$ cat src/match_flags_regs.vh
`ifndef MATCH_FLAGS_REGS_VH
`define MATCH_FLAGS_REGS_VH
// register word offsets (byte addresses)
`define MF_OFS_FLAGS    4'h0
`define MF_OFS_SEQ      4'h4
`define MF_OFS_CTRL     4'h8
// match flag field positions
`define MF_BIT_A        0
`define MF_BIT_B        1
`define MF_BIT_C1       2
`define MF_BIT_C2       3
`define MF_BIT_C3       4
`define MF_BIT_C4       5
// sequential flag field positions
`define MF_SEQ_A        0
`define MF_SEQ_C2       1
`define MF_SEQ_C3       2
`define MF_SEQ_C4       3
// control fields
`define MF_CTRL_UBSEQ   0
`define MF_CTRL_MODE_LO 1
`define MF_CTRL_MODE_HI 2
`define MF_CTRL_CLR     3
// sequence modes
`define MF_MODE_NONE    2'h0
`define MF_MODE_21      2'h1
`define MF_MODE_321     2'h2
`define MF_MODE_4321    2'h3
// reset values
`define MF_RST_FLAGS    6'h00
`define MF_RST_SEQ      4'h0
`define MF_RST_CTRL     3'h0
`endif

$ cat src/break_condition_match_flags.v
// Function
// channel A flag is 1 after the user break unit channel A matched
// in emulator use channel A flag stands for break condition six
// channel B flag is 1 after channel B matched; stands for condition five
// condition one flag is 1 once condition one has matched
// condition two flag is 1 once condition two has matched
// condition three flag is 1 once condition three has matched
// condition four flag is 1 once condition four has matched
// sequential A flag is 1 while A matched and B not yet
// in emulator use sequential A means six matched, five not yet
// in 4-3-2-1, seq four flag set on four, cleared by three, reset on rematch
// in 4-3-2-1 or 3-2-1, seq three flag likewise against condition two
// in 4-3-2-1, 3-2-1 or 2-1, seq two flag likewise against condition one
// all condition match flags clear once a break has taken place
// user break channel flags stay set until explicitly cleared; the code also clears them on break_taken_i
// all flags reset to zero; reads never disturb execution
`timescale 1ns/1ps
`default_nettype none
`include "match_flags_regs.vh"
module break_condition_match_flags (
  input  wire        clk_i,
  input  wire        rst_i,
  input  wire        match_a_i,
  input  wire        match_b_i,
  input  wire        cond_one_match_i,
  input  wire        cond_two_match_i,
  input  wire        cond_three_match_i,
  input  wire        cond_four_match_i,
  input  wire        break_taken_i,
  input  wire        wb_cyc_i,
  input  wire        wb_stb_i,
  input  wire        wb_we_i,
  input  wire [3:0]  wb_adr_i,
  input  wire [31:0] wb_dat_i,
  input  wire [3:0]  wb_sel_i,
  output reg  [31:0] wb_dat_o,
  output reg         wb_ack_o,
  output reg  [5:0]  match_flags_o,
  output reg  [3:0]  seq_flags_o
);

  reg  [5:0] flags_q;
  reg  [5:0] flags_d;
  reg  [3:0] seq_q;
  reg  [3:0] seq_d;
  reg  [2:0] ctrl_q;
  wire       req;
  wire       wr_ctrl;
  wire       sw_clr;
  wire       ub_seq;
  wire [1:0] mode;
  wire [5:0] hit;

  assign req     = wb_cyc_i & wb_stb_i & ~wb_ack_o;
  assign wr_ctrl = req & wb_we_i & (wb_adr_i == `MF_OFS_CTRL) & wb_sel_i[0];
  // self-clearing command bit, never stored
  assign sw_clr  = wr_ctrl & wb_dat_i[`MF_CTRL_CLR];
  assign ub_seq  = ctrl_q[`MF_CTRL_UBSEQ];
  assign mode    = ctrl_q[`MF_CTRL_MODE_HI:`MF_CTRL_MODE_LO];
  assign hit     = {cond_four_match_i, cond_three_match_i, cond_two_match_i,
                    cond_one_match_i, match_b_i, match_a_i};

  always @* begin
    flags_d = flags_q;
    seq_d   = seq_q;
    if (break_taken_i || sw_clr) begin
      flags_d = `MF_RST_FLAGS;
      seq_d   = `MF_RST_SEQ;
    end
    // a match in the clear cycle still lands: set wins
    flags_d = flags_d | hit;
    if (ub_seq) begin
      if (match_a_i && !(flags_q[`MF_BIT_B] || match_b_i))
        seq_d[`MF_SEQ_A] = 1'b1;
      else if (flags_q[`MF_BIT_B] || match_b_i)
        seq_d[`MF_SEQ_A] = 1'b0;
    end else begin
      seq_d[`MF_SEQ_A] = 1'b0;
    end
    // stage flags: set on own match, dropped when next stage matches
    if (mode == `MF_MODE_4321) begin
      if (cond_four_match_i)
        seq_d[`MF_SEQ_C4] = 1'b1;
      else if (cond_three_match_i)
        seq_d[`MF_SEQ_C4] = 1'b0;
    end else begin
      seq_d[`MF_SEQ_C4] = 1'b0;
    end
    if (mode == `MF_MODE_4321 || mode == `MF_MODE_321) begin
      if (cond_three_match_i)
        seq_d[`MF_SEQ_C3] = 1'b1;
      else if (cond_two_match_i)
        seq_d[`MF_SEQ_C3] = 1'b0;
    end else begin
      seq_d[`MF_SEQ_C3] = 1'b0;
    end
    if (mode != `MF_MODE_NONE) begin
      if (cond_two_match_i)
        seq_d[`MF_SEQ_C2] = 1'b1;
      else if (cond_one_match_i)
        seq_d[`MF_SEQ_C2] = 1'b0;
    end else begin
      seq_d[`MF_SEQ_C2] = 1'b0;
    end
  end

  always @(posedge clk_i) begin
    if (rst_i) begin
      flags_q       <= `MF_RST_FLAGS;
      seq_q         <= `MF_RST_SEQ;
      ctrl_q        <= `MF_RST_CTRL;
      match_flags_o <= `MF_RST_FLAGS;
      seq_flags_o   <= `MF_RST_SEQ;
      wb_ack_o      <= 1'b0;
      wb_dat_o      <= 32'h0000_0000;
    end else begin
      flags_q       <= flags_d;
      seq_q         <= seq_d;
      match_flags_o <= flags_d;
      seq_flags_o   <= seq_d;
      if (wr_ctrl)
        ctrl_q <= wb_dat_i[2:0];
      wb_ack_o <= req;
      wb_dat_o <= 32'h0000_0000;
      // reads have no side effect on flags
      if (req && !wb_we_i) begin
        case (wb_adr_i)
          `MF_OFS_FLAGS: wb_dat_o <= {26'h000_0000, flags_q};
          `MF_OFS_SEQ:   wb_dat_o <= {28'h000_0000, seq_q};
          `MF_OFS_CTRL:  wb_dat_o <= {29'h0000_0000, ctrl_q};
          default:       wb_dat_o <= 32'h0000_0000;
        endcase
      end
    end
  end

endmodule
`default_nettype wire

$ cat config.mk
export PLATFORM = sky130hd
export DESIGN_NAME = break_condition_match_flags
export DESIGN_NICKNAME = d
export VERILOG_FILES = /design/src/break_condition_match_flags.v
export VERILOG_INCLUDE_DIRS = /design/src
export SDC_FILE = /design/constraint.sdc
export NUM_CORES = 1
export LEC_CHECK = 0
export BUFFER_PORTS_ARGS = -buffer_cell sky130_fd_sc_hd__buf_4
export CAP_MARGIN = 20
export CORE_MARGIN = 3
export CORE_UTILIZATION = 41
export CTS_CLUSTER_SIZE = 8
export DETAILED_ROUTE_END_ITERATION = 6
export PLACE_DENSITY = 0.84
export SLEW_MARGIN = 20
export SYNTH_ARGS = -nofsm -noshare
export SYNTH_HDL_FRONTEND = slang
export SYNTH_SLANG_ARGS = --single-unit
$ cat constraint.sdc
create_clock -name clk_i -period 2.4 [get_ports clk_i]
set_clock_uncertainty 0.1 [all_clocks]
set_input_delay 0.24 -clock clk_i [delete_from_list [all_inputs] [get_ports clk_i]]
set_output_delay 0.24 -clock clk_i [all_outputs]
set_load 0.02 [all_outputs]
==> flow_metrics.tcl <==
set metrics [dict create \
    finalSetupViolCount 0 \
    hold_buffers 0 \
    path_clk_slew_ps 120 \
    worst-setup-path-type "reg2reg" \
    clkSinkCount 20 \
    core-area_mm2 0.00257 \
    drt-initial-drc-count 15 \
    layout.nets 204 \
    root_buffer "clkbuf_4" \
    h-tree-depth 1 \
    yosys-top-cells-area "dfxtp_1 (35%), buf_4 (18%), mux2i_1 (6.1%)" \
    ir_drop_mv 0.378 \
    synth_flop_cell "dfxtp_1" \
    grt_max_degree 24 \
    rsz0062_at_grt "false" \
    fmax_mhz 653 \
    drt_pass1_iterations 4 \
    grt_usage_pct 13.4 \
    clock_latency_ps 290 \
    gp_congestion 0.785 \
    wirelength_mm 2.38 \
    postRouteAntennaNets 0 \
    post-dp-hpwl_mm 1.85 \
    clock_path_buffers 2 \
    port_buffers 37 \
    worstPathRequired_ps 2530 \
    cap_violations 0 \
    cts-resized-gates 0 \
    syn_inst 117 \
    start_util_pct 44.7 \
    yosys_warnings 0 \
    hold_path_class "in2reg" \
    cts_tree "yes" \
    hold_viol 0 \
    diodes 0 \
    period_share_pct 63.8 \
    slew_viol_final 0 \
    reg2reg_depth 3 \
    numCtsBuffers 3 \
    floorplan.io_pins 95 \
    synth-edff-count 0 \
    postCtsSetupRepairBufs 0 \
    power.density_mw_per_mm2 553 \
    syn_area_mm2 0.00115 \
    synth_top_area_share_pct 34.9 \
    crit_arrival_ps 1660 \
    grt_overflow_total 0 \
    die-area_mm2 0.00347 \
    reg2reg_from "wb_ack_o" \
    grt_pass1_wl_mm 3.66 \
    endpoint_kind "register" \
    finalSetupTns_ps 0 \
    post-route-drc-count 0 \
    fp-row-count 18 \
    die_w_um 58.9 \
    worstMarginPinSlew_ps 704 \
    status "complete, no violations" \
    antenna_found_initial 0 \
    via_per_inst 4.93 \
    leakage_nw 0.628 \
    worstHoldPathCells 2 \
    die_h_um 58.9 \
    r2r_end "ctrl_q[1]" \
    max-slew-margin-rel_pct 52.8 \
    vias 892 \
    power_w 0.000762 \
    start_kind "register" \
    grt_pass1_vias 831 \
    r2r_setup_slack_ps 870 \
    ys_ff_latch 20 \
    netlist_top_cells_count "buf_4 (28), dfxtp_1 (20), mux2i_1 (7)" \
    post-route-util_pct 53.6 \
    period_needed_ps 1530 \
    postSynthAreaPerCell_um2 9.81 \
    yosys.cell_count.top_type "buf_4" \
    avgRoutedWirePerCell_um 13.2 \
    synth_cell_types 29 \
    async_reset_ff_share_pct 0 \
    worstHoldEndpoint "seq_q[2]" \
    min_from "cond_three_match_i" \
    seq_area_frac_synth_pct 34.9 \
    cp_max_fo 9 \
    syn_to_final_growth_pct 20.0 \
    yosys.area.top_type "dfxtp_1" \
    drive_gt1_share_pct 35.8 \
]
-- power breakdown --
part	switching, W	internal [W]
sequential	0.00000930	0.000342
combinational	0.0000857	0.0000565
clock	0.0000999	0.000169
total	0.000195	0.000567
-- layout make-up --
class | instances | area [um2]
multi-input combinational | 87 | 597
inverter | 3 | 11.3
tap | 30 | 37.5
fill | 251 | 1190
clock inverter | 1 | 30.0
timing repair buffer | 37 | 278
sequential | 20 | 400
clock buffer | 3 | 22.5
-- cell usage in the layout, fill, tap and decap left out, drive strengths merged, types with 3 or more instances in the layout --
| master | instances |
|---|---|
| a21oi | 6 |
| nand2b | 6 |
| nor4b | 4 |
| nor2 | 6 |
| mux2i | 7 |
| dfxtp | 20 |
| a2bb2oi | 3 |
| buf | 37 |
| o22ai | 6 |
| inv | 3 |
| or3b | 6 |
| clkbuf | 3 |
| conb | 26 |
-- flip-flops by register name (all words and copies together) (netlist names) --
name,count
flags_q,6
wb_dat_o,6
seq_q,4
ctrl_q,3
wb_ack_o,1
-- per-layer routing --
layer  track usage [%]  wire length, um  vias up
li1                  -                -      429
met1              15.8              973      414
met2              23.7             1130       47
met3              2.85              265        2
met4              4.53               17        0
met5                 0                0        -
-- per-stage QoR --
step                worst slack (ps)  cells  area, um2  hold slack [ps]
floorplan                        831    142       1240              267
global placement                 810    177       1320              375
detailed placement               765    177       1320              386
CTS                              849    181       1380             76.6
global route                     735    181       1380             75.7
finish                           869    181       1380             81.0
-- worst max path at each step --
stage	from	end	depth (start not counted)	slack, ps
floorplan	wb_ack_o	wb_dat_o[4]	4	830
global placement	wb_adr_i[1]	ctrl_q[2]	4	810
detailed placement	wb_adr_i[1]	ctrl_q[1]	4	770
CTS	wb_ack_o	ctrl_q[1]	3	850
global route	wb_ack_o	ctrl_q[1]	3	740
finish	wb_ack_o	ctrl_q[1]	3	870
-- cells by family after synthesis --
kind of cell,share of synthesized area (%)
and+or+nand+nor,25.4
AOI/OAI and AO/OA,12.0
muxes,6.11
other,0.327
DFF,34.9
buffers and inverters,21.3
-- critical path, cell delays in order, from the launching register on --
cell and delay (ps):
dfxtp_1 330, nand3b_4 180, nor3_2 610, mux2i_1 260
No activity file was read; power rests on OpenSTA's default activity.
